## src/design/clcu_consts.svh

```systemverilog
// Purpose: constants of the control link command unit
// Assumes: 50 MHz ref_clk, tokens of flag bit plus one byte
// Notes on behaviour
// RQ1 - commands arrive and all answers leave on the primary control link only
// RQ2 - first command header after power-up becomes the unit's own label
// RQ3 - foreign header: forward on chain link if active, else drop and error
// RQ4 - controller sends start as the very first command
// RQ5 - every output toward the controller begins with the return header
// RQ6 - command packet: header, one command code byte, optional parameter bytes
// RQ7 - each command packet gets an empty packet closed by end-of-packet
// RQ8 - controller waits for each reply, except reset and error recovery
// RQ9 - error recovery accepted while the previous acknowledge is outstanding
// RQ10 - reply framed by return header and closed by end-of-message
// RQ11 - reply code is command code with its top bit inverted
// RQ12 - status byte zero on success, one on invalid or failed command
// RQ13 - command headers are two bytes; through-routing switches configured so
// RQ14 - start sets two-byte return header, first byte after code is byte zero
// RQ15 - start acknowledge uses old header, its reply uses the new one
// RQ16 - error before start: start reply goes out before the error message
// RQ17 - reset carries a level byte; valid level gives reply with status zero
// RQ18 - reset may cut a pending reply short with end-of-message
// RQ19 - identify returns 32 bits: device type low half, upper half zero
// RQ20 - error recovery reply precedes any unhandled error message
// RQ21 - config read: two-byte address, value in reply, failure if unmapped
// RQ22 - config write: two-byte address, four data bytes, failure if unmapped
// RQ23 - error message: error code byte, then link number, zero for control
// RQ24 - controller answers each error message with an error acknowledge
// RQ25 - unknown command code answered with failure status
`ifndef CLCU_CONSTS_SVH
`define CLCU_CONSTS_SVH
`define CLCU_CMD_START   8'h00
`define CLCU_CMD_RESET   8'h01
`define CLCU_CMD_IDENT   8'h02
`define CLCU_CMD_RECOVER 8'h03
`define CLCU_CMD_PEEK    8'h04
`define CLCU_CMD_POKE    8'h05
`define CLCU_CMD_ERRACK  8'h06
`define CLCU_RESP_FLIP   8'h80
`define CLCU_ST_OK       8'h00
`define CLCU_ST_FAIL     8'h01
`define CLCU_TOK_EOP     8'h01
`define CLCU_TOK_EOM     8'h02
`define CLCU_ERR_PROTO   8'h01
`define CLCU_CTRL_LINK   8'h00
`define CLCU_RST_LVL_MAX 8'h02
`define CLCU_LEN_START   4'h3
`define CLCU_LEN_RESET   4'h2
`define CLCU_LEN_PEEK    4'h3
`define CLCU_LEN_POKE    4'h7
`define CLCU_BODY_MAX    4'h7
`define CLCU_RX_LAST     4'h8
`define CLCU_TX_LAST     4'h9
`define CLCU_CLK_NS      20
`define CLCU_BIT_NS      120
`define CLCU_HALF_CYC    ((`CLCU_BIT_NS / 2) / `CLCU_CLK_NS)
`endif

```

## src/design/clcu_pkg.sv

```systemverilog
// Purpose: types of the control link command unit
// Assumes: nothing
// Notes: token is {control flag, byte}
package clcu_pkg;
  typedef enum logic [2:0] {P_HDR0, P_HDR1, P_BODY, P_FWD, P_DROP}
    clcu_parse_type;
  typedef enum logic [1:0] {M_IDLE, M_CFG, M_BUILD, M_SEND} clcu_msg_type;
  typedef struct packed {
    logic [9:0] sh;
    logic [3:0] bits;
    logic       act;
    logic [8:0] hold;
    logic       hv;
    logic [7:0] div;
    logic       tclk;
    logic       tdat;
  } clcu_tx_type;
endpackage

```

## src/design/clcu_tok_if.sv

```systemverilog
// Purpose: token handshake between command unit and transmitters
// Assumes: one clock domain
// Notes: tok[8] high marks a control token
`timescale 1ns/1ps
`default_nettype none
interface clcu_tok_if;
  logic       vld;
  logic       rdy;
  logic [8:0] tok;
  modport src (output vld, output tok, input rdy);
  modport snk (input vld, input tok, output rdy);
endinterface
`default_nettype wire

```

## src/design/clcu_top.sv

```systemverilog
// Purpose: control link command unit of a packet routing switch
// Assumes: config registers answer on cfg_ack within the ref_clk domain
// Notes: received link clock and data are sampled, not used as a clock
`timescale 1ns/1ps
`default_nettype none
`include "clcu_consts.svh"
module clcu_top import clcu_pkg::*; #(
  parameter logic [7:0] TX_HALF = 8'(`CLCU_HALF_CYC)
) (
  input  wire logic        ref_clk,
  input  wire logic        srst,
  input  wire logic        ce,
  input  wire logic        pri_rx_clk,
  input  wire logic        pri_rx_data,
  output logic             pri_tx_clk,
  output logic             pri_tx_data,
  input  wire logic        chain_active,
  output logic             chain_tx_clk,
  output logic             chain_tx_data,
  input  wire logic [15:0] device_type,
  output logic             cfg_rd_req,
  output logic             cfg_wr_req,
  output logic [15:0]      cfg_addr,
  output logic [31:0]      cfg_wdata,
  input  wire logic [31:0] cfg_rdata,
  input  wire logic        cfg_ack,
  input  wire logic        cfg_bad_addr,
  input  wire logic        link_err,
  input  wire logic [7:0]  link_err_code,
  input  wire logic [7:0]  link_err_num,
  output logic             reset_req,
  output logic [7:0]       reset_level
);
  typedef struct packed {
    logic            lc1, lc2, lc3, ld1, ld2, ca1, ca2;
    logic            rx_busy;
    logic [3:0]      rx_cnt;
    logic [8:0]      rx_sh;
    logic            rx_vld;
    clcu_parse_type  pst;
    logic [7:0]      hdr0;
    logic            labelled;
    logic            started;
    logic [15:0]     label;
    logic [15:0]     rhdr;
    logic [6:0][7:0] body;
    logic [3:0]      blen;
    logic [7:0]      cmd;
    clcu_msg_type    mst;
    logic [13:0][8:0] msg;
    logic [3:0]      mlen;
    logic [3:0]      midx;
    logic            cut;
    logic            is_err;
    logic            pvld;
    logic            err_pend;
    logic [7:0]      err_code;
    logic [7:0]      err_link;
    logic            cvld;
    logic [8:0]      ctok;
    logic            hv;
    logic [8:0]      hold;
    logic            cfg_rd;
    logic            cfg_wr;
    logic [15:0]     cfg_a;
    logic [31:0]     cfg_w;
    logic [31:0]     cfg_res;
    logic            cfg_bad;
    logic            rst_pulse;
    logic [7:0]      rst_lvl;
  } clcu_state_type;

  clcu_state_type st;
  clcu_state_type nxt_st;
  clcu_tok_if     pri_if ();
  clcu_tok_if     chn_if ();

  logic        r_ctl;
  logic [7:0]  r_byte;
  logic        r_end;
  logic        ours;
  logic        cmd_end;
  logic        preempt;
  logic [15:0] new_hdr;

  // received token appears one cycle after its last bit
  assign r_ctl   = st.rx_sh[0];
  assign r_byte  = st.rx_sh[8:1];
  assign r_end   = st.rx_vld && r_ctl &&
                   (r_byte == `CLCU_TOK_EOP || r_byte == `CLCU_TOK_EOM);
  assign ours    = !st.labelled || {st.hdr0, r_byte} == st.label; // RQ2
  assign cmd_end = st.pst == P_BODY && r_end;
  // reset and recovery may overtake a reply still in flight
  assign preempt = st.body[0] == `CLCU_CMD_RESET ||
                   st.body[0] == `CLCU_CMD_RECOVER; // RQ9 RQ18
  assign new_hdr = {st.body[2], st.body[1]}; // RQ14

  assign pri_if.vld = st.pvld;
  assign pri_if.tok = st.msg[st.midx];
  assign chn_if.vld = st.cvld;
  assign chn_if.tok = st.ctok;
  assign cfg_rd_req  = st.cfg_rd;
  assign cfg_wr_req  = st.cfg_wr;
  assign cfg_addr    = st.cfg_a;
  assign cfg_wdata   = st.cfg_w;
  assign reset_req   = st.rst_pulse;
  assign reset_level = st.rst_lvl;

  always_comb begin
    logic [3:0] k;
    k = 4'h0;
    nxt_st = st;
    nxt_st.rx_vld    = 1'b0;
    nxt_st.rst_pulse = 1'b0;
    nxt_st.cfg_rd    = 1'b0;
    nxt_st.cfg_wr    = 1'b0;
    nxt_st.lc1 = pri_rx_clk;
    nxt_st.lc2 = st.lc1;
    nxt_st.lc3 = st.lc2;
    nxt_st.ld1 = pri_rx_data;
    nxt_st.ld2 = st.ld1;
    nxt_st.ca1 = chain_active;
    nxt_st.ca2 = st.ca1;
    // sample data on each rising link clock edge
    if (st.lc2 && !st.lc3) begin
      if (!st.rx_busy) begin
        if (st.ld2) begin
          nxt_st.rx_busy = 1'b1;
          nxt_st.rx_cnt  = 4'h0;
        end
      end else begin
        nxt_st.rx_sh = {st.ld2, st.rx_sh[8:1]};
        if (st.rx_cnt == `CLCU_RX_LAST) begin
          nxt_st.rx_busy = 1'b0;
          nxt_st.rx_vld  = 1'b1;
        end else begin
          nxt_st.rx_cnt = st.rx_cnt + 4'h1;
        end
      end
    end
    // chain side: one token in flight plus one held
    if (st.cvld && chn_if.rdy) nxt_st.cvld = 1'b0;
    if (!nxt_st.cvld && st.hv) begin
      nxt_st.cvld = 1'b1;
      nxt_st.ctok = st.hold;
      nxt_st.hv   = 1'b0;
    end
    // primary side: stream the composed message
    if (st.mst == M_SEND && st.pvld && pri_if.rdy) begin // RQ1
      if (st.midx == st.mlen - 4'h1) begin
        nxt_st.pvld = 1'b0;
        nxt_st.mst  = M_IDLE;
      end else begin
        nxt_st.midx = st.midx + 4'h1;
      end
    end
    if (st.mst == M_CFG && cfg_ack) begin
      nxt_st.cfg_res = cfg_rdata;
      nxt_st.cfg_bad = cfg_bad_addr;
      nxt_st.mst     = M_BUILD;
    end
    // pending error goes out only once a start reply has gone
    if (st.mst == M_IDLE && st.err_pend && st.started && !st.rx_vld) begin
      nxt_st.msg[0] = {1'b0, st.rhdr[7:0]}; // RQ5
      nxt_st.msg[1] = {1'b0, st.rhdr[15:8]};
      nxt_st.msg[2] = {1'b0, st.err_code}; // RQ23
      nxt_st.msg[3] = {1'b0, st.err_link};
      nxt_st.msg[4] = {1'b1, `CLCU_TOK_EOM};
      nxt_st.mlen     = 4'h5;
      nxt_st.midx     = 4'h0;
      nxt_st.pvld     = 1'b1;
      nxt_st.is_err   = 1'b1;
      nxt_st.mst      = M_SEND;
      nxt_st.err_pend = 1'b0; // RQ16 RQ20
    end
    if (st.mst == M_BUILD) begin
      if (st.cut) begin
        nxt_st.msg[k] = {1'b1, `CLCU_TOK_EOM}; // RQ18
        k = k + 4'h1;
      end
      nxt_st.msg[k] = {1'b0, st.rhdr[7:0]}; // RQ15
      nxt_st.msg[k + 4'h1] = {1'b0, st.rhdr[15:8]};
      nxt_st.msg[k + 4'h2] = {1'b1, `CLCU_TOK_EOP}; // RQ7
      k = k + 4'h3;
      if (st.cmd == `CLCU_CMD_START && st.blen == `CLCU_LEN_START) begin
        nxt_st.rhdr    = new_hdr; // RQ14
        nxt_st.started = 1'b1;
      end
      nxt_st.msg[k] = {1'b0, nxt_st.rhdr[7:0]}; // RQ10 RQ15
      nxt_st.msg[k + 4'h1] = {1'b0, nxt_st.rhdr[15:8]};
      nxt_st.msg[k + 4'h2] = {1'b0, st.cmd ^ `CLCU_RESP_FLIP}; // RQ11
      k = k + 4'h3;
      nxt_st.msg[k] = {1'b0, `CLCU_ST_FAIL}; // RQ25
      unique case (st.cmd)
        `CLCU_CMD_START: begin
          if (st.blen == `CLCU_LEN_START) nxt_st.msg[k] = 9'h000; // RQ12
        end
        `CLCU_CMD_RESET: begin
          if (st.blen == `CLCU_LEN_RESET &&
              st.body[1] <= `CLCU_RST_LVL_MAX) begin
            nxt_st.msg[k]    = {1'b0, `CLCU_ST_OK}; // RQ17
            nxt_st.rst_pulse = 1'b1;
            nxt_st.rst_lvl   = st.body[1];
          end
        end
        `CLCU_CMD_IDENT: begin
          nxt_st.msg[k] = {1'b0, device_type[7:0]}; // RQ19
          nxt_st.msg[k + 4'h1] = {1'b0, device_type[15:8]};
          nxt_st.msg[k + 4'h2] = 9'h000;
          nxt_st.msg[k + 4'h3] = 9'h000;
          k = k + 4'h3;
        end
        `CLCU_CMD_RECOVER, `CLCU_CMD_ERRACK: begin
          nxt_st.msg[k] = {1'b0, `CLCU_ST_OK}; // RQ20
        end
        `CLCU_CMD_PEEK: begin
          if (!st.cfg_bad) nxt_st.msg[k] = {1'b0, `CLCU_ST_OK}; // RQ21
          nxt_st.msg[k + 4'h1] = {1'b0, st.cfg_res[7:0]};
          nxt_st.msg[k + 4'h2] = {1'b0, st.cfg_res[15:8]};
          nxt_st.msg[k + 4'h3] = {1'b0, st.cfg_res[23:16]};
          nxt_st.msg[k + 4'h4] = {1'b0, st.cfg_res[31:24]};
          k = k + 4'h4;
        end
        `CLCU_CMD_POKE: begin
          if (!st.cfg_bad) nxt_st.msg[k] = {1'b0, `CLCU_ST_OK}; // RQ22
        end
        default: ;
      endcase
      nxt_st.msg[k + 4'h1] = {1'b1, `CLCU_TOK_EOM}; // RQ10
      nxt_st.mlen   = k + 4'h2;
      nxt_st.midx   = 4'h0;
      nxt_st.pvld   = 1'b1;
      nxt_st.is_err = 1'b0;
      nxt_st.mst    = M_SEND;
    end
    if (st.rx_vld) begin
      unique case (st.pst)
        P_HDR0: begin
          if (!r_ctl) begin
            nxt_st.hdr0 = r_byte;
            nxt_st.pst  = P_HDR1;
          end
        end
        P_HDR1: begin
          if (r_ctl) begin
            nxt_st.pst = P_HDR0;
          end else if (ours) begin
            nxt_st.labelled = 1'b1; // RQ2
            nxt_st.label    = {st.hdr0, r_byte};
            nxt_st.blen     = 4'h0;
            nxt_st.pst      = P_BODY;
          end else if (st.ca2) begin
            nxt_st.cvld = 1'b1; // RQ3
            nxt_st.ctok = {1'b0, st.hdr0};
            nxt_st.hold = {1'b0, r_byte};
            nxt_st.hv   = 1'b1;
            nxt_st.pst  = P_FWD;
          end else begin
            nxt_st.err_pend = 1'b1; // RQ3
            nxt_st.err_code = `CLCU_ERR_PROTO;
            nxt_st.err_link = `CLCU_CTRL_LINK;
            nxt_st.pst      = P_DROP;
          end
        end
        P_BODY: begin
          if (!r_ctl && st.blen != `CLCU_BODY_MAX) begin
            nxt_st.body[st.blen[2:0]] = r_byte; // RQ6
            nxt_st.blen = st.blen + 4'h1;
          end
          if (r_end) nxt_st.pst = P_HDR0;
        end
        P_FWD: begin
          // a held token is overwritten if the chain link stalls too long
          if (!nxt_st.cvld) begin
            nxt_st.cvld = 1'b1;
            nxt_st.ctok = st.rx_sh[0] ? {1'b1, r_byte} : {1'b0, r_byte};
          end else begin
            nxt_st.hold = {r_ctl, r_byte};
            nxt_st.hv   = 1'b1;
          end
          if (r_end) nxt_st.pst = P_HDR0;
        end
        P_DROP: begin
          if (r_end) nxt_st.pst = P_HDR0;
        end
        default: nxt_st.pst = P_HDR0;
      endcase
    end
    if (cmd_end) begin
      if (st.blen == 4'h0) begin
        nxt_st.err_pend = 1'b1; // RQ6
        nxt_st.err_code = `CLCU_ERR_PROTO;
        nxt_st.err_link = `CLCU_CTRL_LINK;
      end else if (st.mst == M_IDLE || preempt) begin
        nxt_st.cmd  = st.body[0];
        nxt_st.cut  = st.mst == M_SEND && st.midx != 4'h0; // RQ18
        nxt_st.pvld = 1'b0;
        nxt_st.cfg_bad = 1'b1;
        nxt_st.mst  = M_BUILD;
        nxt_st.cfg_a = {st.body[2], st.body[1]};
        nxt_st.cfg_w = {st.body[6], st.body[5], st.body[4], st.body[3]};
        if (st.body[0] == `CLCU_CMD_PEEK && st.blen == `CLCU_LEN_PEEK) begin
          nxt_st.cfg_rd = 1'b1; // RQ21
          nxt_st.mst    = M_CFG;
        end
        if (st.body[0] == `CLCU_CMD_POKE && st.blen == `CLCU_LEN_POKE) begin
          nxt_st.cfg_wr = 1'b1; // RQ22
          nxt_st.mst    = M_CFG;
        end
      end
    end
    // an outside link error raised now wins over a clear
    if (link_err) begin
      nxt_st.err_pend = 1'b1;
      nxt_st.err_code = link_err_code;
      nxt_st.err_link = link_err_num;
    end
  end

  always_ff @(posedge ref_clk) begin
    if (srst) st <= '0;
    else if (ce) st <= nxt_st;
  end

  clcu_tx #(.HALF(TX_HALF)) u_pri_tx (
    .ref_clk (ref_clk),
    .srst    (srst),
    .ce      (ce),
    .snk     (pri_if),
    .tx_clk  (pri_tx_clk),
    .tx_data (pri_tx_data)
  );
  clcu_tx #(.HALF(TX_HALF)) u_chn_tx (
    .ref_clk (ref_clk),
    .srst    (srst),
    .ce      (ce),
    .snk     (chn_if),
    .tx_clk  (chain_tx_clk),
    .tx_data (chain_tx_data)
  );

  logic first_reply;
  assign first_reply = st.mst == M_SEND && st.midx == 4'h0 &&
                       !st.is_err && !st.cut;
endmodule
`default_nettype wire

```

## src/design/clcu_tx.sv

```systemverilog
// Purpose: serial token transmitter with its own strobed link clock
// Assumes: link clock stops between frames
// Notes: frame is start bit, flag, data lsb first
`timescale 1ns/1ps
`default_nettype none
`include "clcu_consts.svh"
module clcu_tx import clcu_pkg::*; #(
  parameter logic [7:0] HALF = 8'(`CLCU_HALF_CYC)
) (
  input  wire logic  ref_clk,
  input  wire logic  srst,
  input  wire logic  ce,
  clcu_tok_if.snk    snk,
  output logic       tx_clk,
  output logic       tx_data
);
  if (HALF == 8'h00) $error("clcu_tx: HALF must be nonzero");
  clcu_tx_type st;
  clcu_tx_type nxt_st;
  assign snk.rdy = !st.hv;
  assign tx_clk  = st.tclk;
  assign tx_data = st.tdat;
  always_comb begin
    nxt_st = st;
    if (snk.vld && !st.hv) begin
      nxt_st.hold = snk.tok;
      nxt_st.hv   = 1'b1;
    end
    if (!st.act) begin
      if (st.hv) begin
        nxt_st.sh   = {st.hold[7:0], st.hold[8], 1'b1};
        nxt_st.act  = 1'b1;
        nxt_st.bits = 4'h0;
        nxt_st.div  = 8'h00;
        nxt_st.hv   = 1'b0;
        nxt_st.tdat = 1'b1;
      end
    end else begin
      nxt_st.div = st.div + 8'h01;
      if (st.div == HALF - 8'h01) nxt_st.tclk = 1'b1;
      if (st.div == 8'((HALF << 1) - 8'h01)) begin
        nxt_st.tclk = 1'b0;
        nxt_st.div  = 8'h00;
        if (st.bits == `CLCU_TX_LAST) begin
          nxt_st.act  = 1'b0;
          nxt_st.tdat = 1'b0;
        end else begin
          nxt_st.bits = st.bits + 4'h1;
          nxt_st.sh   = {1'b0, st.sh[9:1]};
          nxt_st.tdat = st.sh[1];
        end
      end
    end
  end
  always_ff @(posedge ref_clk) begin
    if (srst) st <= '0;
    else if (ce) st <= nxt_st;
  end
endmodule
`default_nettype wire

```

## config.mk

```make
export PLATFORM = sky130hd
export DESIGN_NAME = clcu_top
export DESIGN_NICKNAME = d
export VERILOG_FILES = /design/src/design/clcu_pkg.sv /design/src/design/clcu_tok_if.sv /design/src/design/clcu_top.sv /design/src/design/clcu_tx.sv
export VERILOG_INCLUDE_DIRS = /design/src /design/src/design
export SDC_FILE = /design/constraint.sdc
export NUM_CORES = 1
export LEC_CHECK = 0
export BUFFER_PORTS_ARGS = -buffer_cell sky130_fd_sc_hd__buf_4
export CAP_MARGIN = 40
export CELL_PAD_IN_SITES_DETAIL_PLACEMENT = 0
export CELL_PAD_IN_SITES_GLOBAL_PLACEMENT = 1
export CORE_ASPECT_RATIO = 1.25
export CORE_MARGIN = 2
export CORE_UTILIZATION = 50
export CTS_CLUSTER_DIAMETER = 80
export DETAILED_ROUTE_END_ITERATION = 8
export GPL_TIMING_DRIVEN = 0
export PLACE_DENSITY_LB_ADDON = 0.1
export SLEW_MARGIN = 10
export SYNTH_ARGS = -nofsm -noshare
export SYNTH_HDL_FRONTEND = slang
export SYNTH_SLANG_ARGS = --single-unit
```

## constraint.sdc

```tcl
create_clock -name ref_clk -period 6.4 [get_ports ref_clk]
set_input_delay 1.28 -clock ref_clk [delete_from_list [all_inputs] [get_ports ref_clk]]
set_output_delay 1.28 -clock ref_clk [all_outputs]
set_load 0.005 [all_outputs]
```

==> summary.md, run 1 <==
| Metric | Value |
|---|---|
| Status | `finished clean` |
| # setup viols final | `0` |
| Max IR drop VDD | `0.181 mV` |
| CP dominant cell by count | `clkbuf_1` |
| Cell variety after synth | `77` |
| Avg Synthesized Cell Area | `8.68 sq um` |
| Skew final | `0.0152 ns` |
| Site Rows | `83` |
| Setup TNS | `0 ns` |
| CORE AREA | `41,100 sq um` |
| DIE WIDTH | `187 um` |
| Clk slew on worst S/H paths | `0.06 ns` |
| Initial antenna violation count | `0` |
| First-pass DRT Iterations | `5` |
| Height of the die | `233 um` |
| Crit path capture type | `flip-flop` |
| Final Max Slew Viols | `0` |
| Clk buf depth | `3` |
| Crit-path slowest cell | `clkbuf_1` |
| Ys async rst share | `0` |
| # hold bufs at CTS | `0` |
| Area growth syn-to-layout | `17.6%` |
| Largest net degree at the start of global routing | `15` |
| Seq/Total Area, Yosys | `0.450` |
| Hold Slack | `0.449 ns` |
| GRT Util Overall | `0.322` |
| Clk sink count | `470` |
| CP max FO | `10` |
| Hpwl dp | `53,100 um` |
| Initial DRC count | `1,605` |
| TritonCTS Buffers | `48` |
| Vias in the first global route | `18,200` |
| Synth Cell Area | `20,900 sq um` |
| Max_cap viols | `0` |
| Starting Density | `0.508` |
| Worst endpoint required time | `6.83 ns` |
| CP Launch Type | `input pin` |
| Drt wl/cell | `22.2 um` |
| HP Class | `flip-flop to flip-flop` |
| Final Cycle Share | `0.614` |
| Routed via count | `18,900` |
| Worst slew margin | `0.360` |
| Warnings, synthesis | `0` |
| Nets | `2,705` |
| Fmax | `254 MHz` |
| N_diodes | `0` |
| Post-CTS setup buffer count | `0` |
| Clk_lat worst skew | `0.57 ns` |
| Fin util | `0.598` |
| Ratio of cells with drive above 1 in the final layout | `0.146` |
| Final ANT Viol Nets | `0` |
| DR DRC count | `0` |
| # H-tree levels | `2` |
| Syn_nets | `2,497` |
| Crit path kind | `input pin to flip-flop` |
| Cells after Synth | `2,406` |
| Post-synth top flop | `dfxtp_1` |
| CTS tree | `yes` |
| Worst-Margin Slew | `0.960 ns` |
| PwrDens | `252 nW/um^2` |
| First-pass GRT wire length | `108,000 um` |
| Crit-path cells | `buf_4 > clkbuf_1 > buf_8 > clkbuf_1 > buf_1 > clkbuf_1 > buf_6 > mux2i_1 > nor2_1` |
| Post-route minimum period | `3.93 ns` |
| Final Hold Fails | `0` |
| GPL Wtd Cong | `0.986` |
| Post-CTS resize count | `0` |
| RSZ-0062 raised after global routing | `false` |
| Post-synth EDFFs | `0` |
| Die Area | `43,400 sq um` |
| CP arrival | `4.36 ns` |
| Clock root cell | `clkbuf_16` |
| FF+latch count, synth | `470` |
| CP peak stage delay | `0.74 ns` |
| Boundary pin count | `136` |
| Grt ovf | `0` |
| DR vias/cell | `5.91` |
| Final WL | `71,200 um` |
| Port Buffer Count | `135` |
| Leak | `9.36 nW` |
final timing paths:
path / start / to / slack, ns / cells after the start
worst max-delay path: ce / nxt_st[401] / 2.47 / 9
worst max register to register: st[267] / flip-flop / 3.27 / 8
worst min register to register: st[256] / st[256] / 0.45 / 2
worst min-delay path: st[256] / st[256] / 0.45 / 2
through the flow:
stage	cell area (sq um)	setup slack, ns	std cells	power (W)
2_1_floorplan	20900	3.46	2406	0.00308
3_3_place_gp	22600	1.63	3093	0.00318
3_5_place_dp	22800	2.04	3115	0.00320
4_1_cts	24600	2.65	3204	0.00623
5_1_grt	24600	2.52	3205	0.00636
6_report	24600	2.47	3205	0.00620
cell usage after synthesis (41+ instances only):
library cell,instances,share of area
o21ai_0,92,0.022
a21oi_1,211,0.051
nand3_1,56,0.013
nor3_1,46,0.011
nor2_1,206,0.037
inv_1,42,0.0075
nand2_1,406,0.073
clkbuf_1,157,0.028
mux2i_1,129,0.062
a221oi_1,41,0.017
buf_4,56,0.020
dfxtp_1,470,0.45
cell usage in the layout, fill, tap and decap left out, types with 46 or more instances in the layout:
master and n:
clkbuf_16 49, clkbuf_1 162, mux2i_1 129, buf_4 192, nand3_1 56, a21oi_1 211, o21ai_0 92, nor2_1 206
nand2_1 406, dfxtp_1 470, nor3_1 46
power breakdown:
group          switching [W]  internal, W  leakage [nW]
combinational       0.000134    0.0000612          4.70
clock                0.00121      0.00186         0.869
sequential        0.00000849      0.00293          3.79
logic make-up (layout without fill, tap and decap cells):
logic type / Yosys count / in the layout / synth area share
adder cells (fa/ha/maj): 18 / 18 / 0.0108
flip-flops: 470 / 470 / 0.450
buffers and inverters: 287 / 534 / 0.0629
XOR/XNOR: 40 / 40 / 0.0174
AND/OR/NAND/NOR: 867 / 867 / 0.188
multiplexers: 171 / 171 / 0.0990
AO/OA/AOI/OAI: 553 / 553 / 0.171
state kept, by name, indices dropped and copies added (netlist names), named ones only:
register / cells
cfg_addr: 16
cfg_rd_req: 1
cfg_wdata: 32
cfg_wr_req: 1
chn_if.tok: 9
chn_if.vld: 1
new_hdr: 16
nxt_st: 4
pri_if.vld: 1
r_byte: 8
r_ctl: 1
reset_level: 8
reset_req: 1
st: 271
u_chn_tx.st: 32
u_chn_tx.tx_clk: 1
u_chn_tx.tx_data: 1
u_pri_tx.st: 32
u_pri_tx.tx_clk: 1
u_pri_tx.tx_data: 1
area by class of cell:
type / count / area [sq um]
repair buffers: 158 / 1250
inverters: 45 / 169
clock buffers: 69 / 1450
well taps: 552 / 691
multi-input cells: 1649 / 10200
plain buffers: 242 / 1140
fillers: 3812 / 16600
clock inverters: 20 / 287
flip-flops and latches: 470 / 9410
worst max-delay path: cells and delay by family:
family	cells	cell delay (ns)
AND/OR/NAND/NOR	1	0.05
multiplexers	1	0.20
buffers and inverters	7	2.82
routing by layer:
layer  vias up  track usage  wire length, um
met2       777        0.532            32900
li1       8877            -                -
met4         0        0.141             3150
met3       163       0.0484             4980
met1      9124        0.418            30200
met5         -            0                0
Note: power is estimated with default switching activity, not from simulation.
==> run 2, diff against run 1 <==
--- a/config.mk
+++ b/config.mk
@@ -12,7 +12,7 @@
 export CELL_PAD_IN_SITES_GLOBAL_PLACEMENT = 1
 export CORE_ASPECT_RATIO = 1.25
 export CORE_MARGIN = 2
-export CORE_UTILIZATION = 50
+export CORE_UTILIZATION = 42
 export CTS_CLUSTER_DIAMETER = 80
 export DETAILED_ROUTE_END_ITERATION = 8
 export GPL_TIMING_DRIVEN = 0
==> constraint.sdc (replaced) <==
create_clock -name ref_clk -period 3.6 [get_ports ref_clk]
set_input_delay 0.72 -clock ref_clk [delete_from_list [all_inputs] [get_ports ref_clk]]
set_output_delay 0.72 -clock ref_clk [all_outputs]
set_load 0.005 [all_outputs]
==> run 2 against run 1 <==
Effect of this change:
- combinational power increased by 83%
- clock skew increased by 0.0041 ns
- critical path type is now flip-flop to flip-flop
- clock power increased by 77%
==> summary.md, run 2 (same netlist as run 1, synthesis figures left out) <==
| Metric | Value |
|---|---|
| Clk_lat worst skew | `0.61 ns` |
| Vias in the first global route | `18,500` |
| Die Area | `51,600 sq um` |
| Skew final | `0.0193 ns` |
| Initial DRC count | `1,473` |
| Drt wl/cell | `22.4 um` |
| CP peak stage delay | `0.80 ns` |
| Initial antenna violation count | `0` |
| Worst endpoint required time | `4.09 ns` |
| HP Class | `input pin to flip-flop` |
| Post-CTS setup buffer count | `0` |
| Clk buf depth | `3` |
| CP dominant cell by count | `buf_2` |
| First-pass DRT Iterations | `6` |
| Site Rows | `91` |
| Starting Density | `0.424` |
| Ratio of cells with drive above 1 in the final layout | `0.148` |
| Crit path to | `st[181]` |
| Largest net degree at the start of global routing | `16` |
| Setup crit start | `st[272]` |
| Max reg flops | `271` |
| Pwr Total | `0.0110 W` |
| Max_cap viols | `0` |
| Clk sink count | `470` |
| Post-CTS resize count | `0` |
| Final Max Slew Viols | `0` |
| Final ANT Viol Nets | `0` |
| Crit Reg-Reg Startpoint | `st[272]` |
| RSZ-0062 raised after global routing | `false` |
| CP Launch Type | `flip-flop` |
| Port Buffer Count | `135` |
| Design area | `24,700 sq um` |
| # H-tree levels | `2` |
| Delay-heaviest family, CP | `simple AND/OR/NAND/NOR gates` |
| Clk slew on worst S/H paths | `0.07 ns` |
| Commonest non-fill, non-tap cell in the layout | `dfxtp_1` |
| CP arrival | `3.68 ns` |
| Crit-path cells | `nor4_1 > and4_1 > buf_2 > buf_2 > mux2i_1 > o2bb2ai_1 > a22o_1` |
| Final Cycle Share | `0.885` |
| Fin util | `0.501` |
| Boundary pin count | `136` |
| Reg2reg end | `st[181]` |
| Nets | `2,707` |
| DR DRC count | `0` |
| First-pass GRT wire length | `113,000 um` |
| CORE AREA | `49,300 sq um` |
| Final WL | `74,100 um` |
| # hold bufs at CTS | `0` |
| CP max FO | `10` |
| Height of the die | `253 um` |
| TritonCTS Buffers | `50` |
| Grt ovf | `0` |
| CP Buf/Inv Count | `2` |
| Hpwl dp | `55,500 um` |
| Area growth syn-to-layout | `18.3%` |
| Crit path kind | `flip-flop to flip-flop` |
| Final Hold Fails | `0` |
| Status | `finished clean` |
| PwrDens | `446 nW/um^2` |
| Crit-path slowest cell | `nor4_1` |
| Post-route minimum period | `3.19 ns` |
| # setup viols final | `0` |
| Dpl cells | `3,215` |
| Leak | `9.35 nW` |
| R2R cell count | `7` |
| Worst slew margin | `0.351` |
| Worst-Margin Slew | `0.966 ns` |
| GRT Util Overall | `0.285` |
| Worst path depth | `7` |
| Max IR drop VDD | `0.336 mV` |
| Biggest register | `st` |
| Routed via count | `18,800` |
| Reg2Reg Setup Slack | `0.41 ns` |
| N_diodes | `0` |
| Fmax | `314 MHz` |
| DR vias/cell | `5.67` |
| CTS tree | `yes` |
| Clock root cell | `clkbuf_16` |
| DIE WIDTH | `203 um` |
| Area after DPL | `23,000 sq um` |
| Crit path capture type | `flip-flop` |
| Finished Layout Cells | `3,309` |
| Most frequent cells in the layout | `dfxtp_1, nand2_1, a21oi_1, nor2_1, buf_4` |
| GPL Wtd Cong | `0.939` |
## run 2: cell count changes in the layout (fill, tap and decap cells not counted), moves of 2 or more
cell and delta:
clkbuf_16 +4, clkinv_2 +5, clkbuf_8 -6, clkinvlp_4 +4, bufinv_16 -3, buf_2 -2
## run 2: worst min-delay path by stage
stage / from / to / slack (ns) / cells after the start
floorplan: st[230] / st[230] / 0.42 / 2
detailed placement: st[233] / st[233] / 0.44 / 2
global route: cfg_rdata[25] / st[35] / 0.36 / 3
finish: pri_rx_clk / nxt_st[401] / 0.35 / 3
global placement: st[236] / st[236] / 0.43 / 2
CTS: chain_active / nxt_st[396] / 0.34 / 3
## run 2: layer usage
layer | part of all wire | vias to the layer above | global-route usage
met5 | 0 | - | 0
met4 | 0.040 | 0 | 0.110
met3 | 0.059 | 151 | 0.0404
met2 | 0.46 | 648 | 0.472
met1 | 0.44 | 9117 | 0.377
li1 | - | 8859 | -
## run 2: layout make-up
type	count	area [sq um]
plain buffers	242	1140
clock inverters	26	254
multi-input cells	1649	10200
repair buffers	158	1270
inverters	45	169
fillers	4820	24600
flip-flops and latches	470	9410
well taps	651	815
clock buffers	68	1470
## run 2: tightest hold or removal path: cells and delay by family
family | cells | cell delay [ns]
buf+inv | 1 | 0.07
simple gates | 1 | 0.07
mux | 1 | 0.06
## run 2: stage by stage
stage | TNS (ns) | hold slack (ns) | setup WS, ns
6_report | 0 | 0.350 | 0.413
5_1_grt | 0 | 0.357 | 0.239
4_1_cts | 0 | 0.335 | 0.499
3_5_place_dp | -2.71 | 0.440 | -0.129
3_3_place_gp | -45.17 | 0.429 | -0.634
2_1_floorplan | 0 | 0.420 | 1.22
## run 2: power breakdown
part / switching, W / leakage [nW] / internal (W)
combinational: 0.000245 / 4.71 / 0.000111
clock: 0.00228 / 0.855 / 0.00317
sequential: 0.0000167 / 3.79 / 0.00521
total: 0.00254 / 9.35 / 0.00849
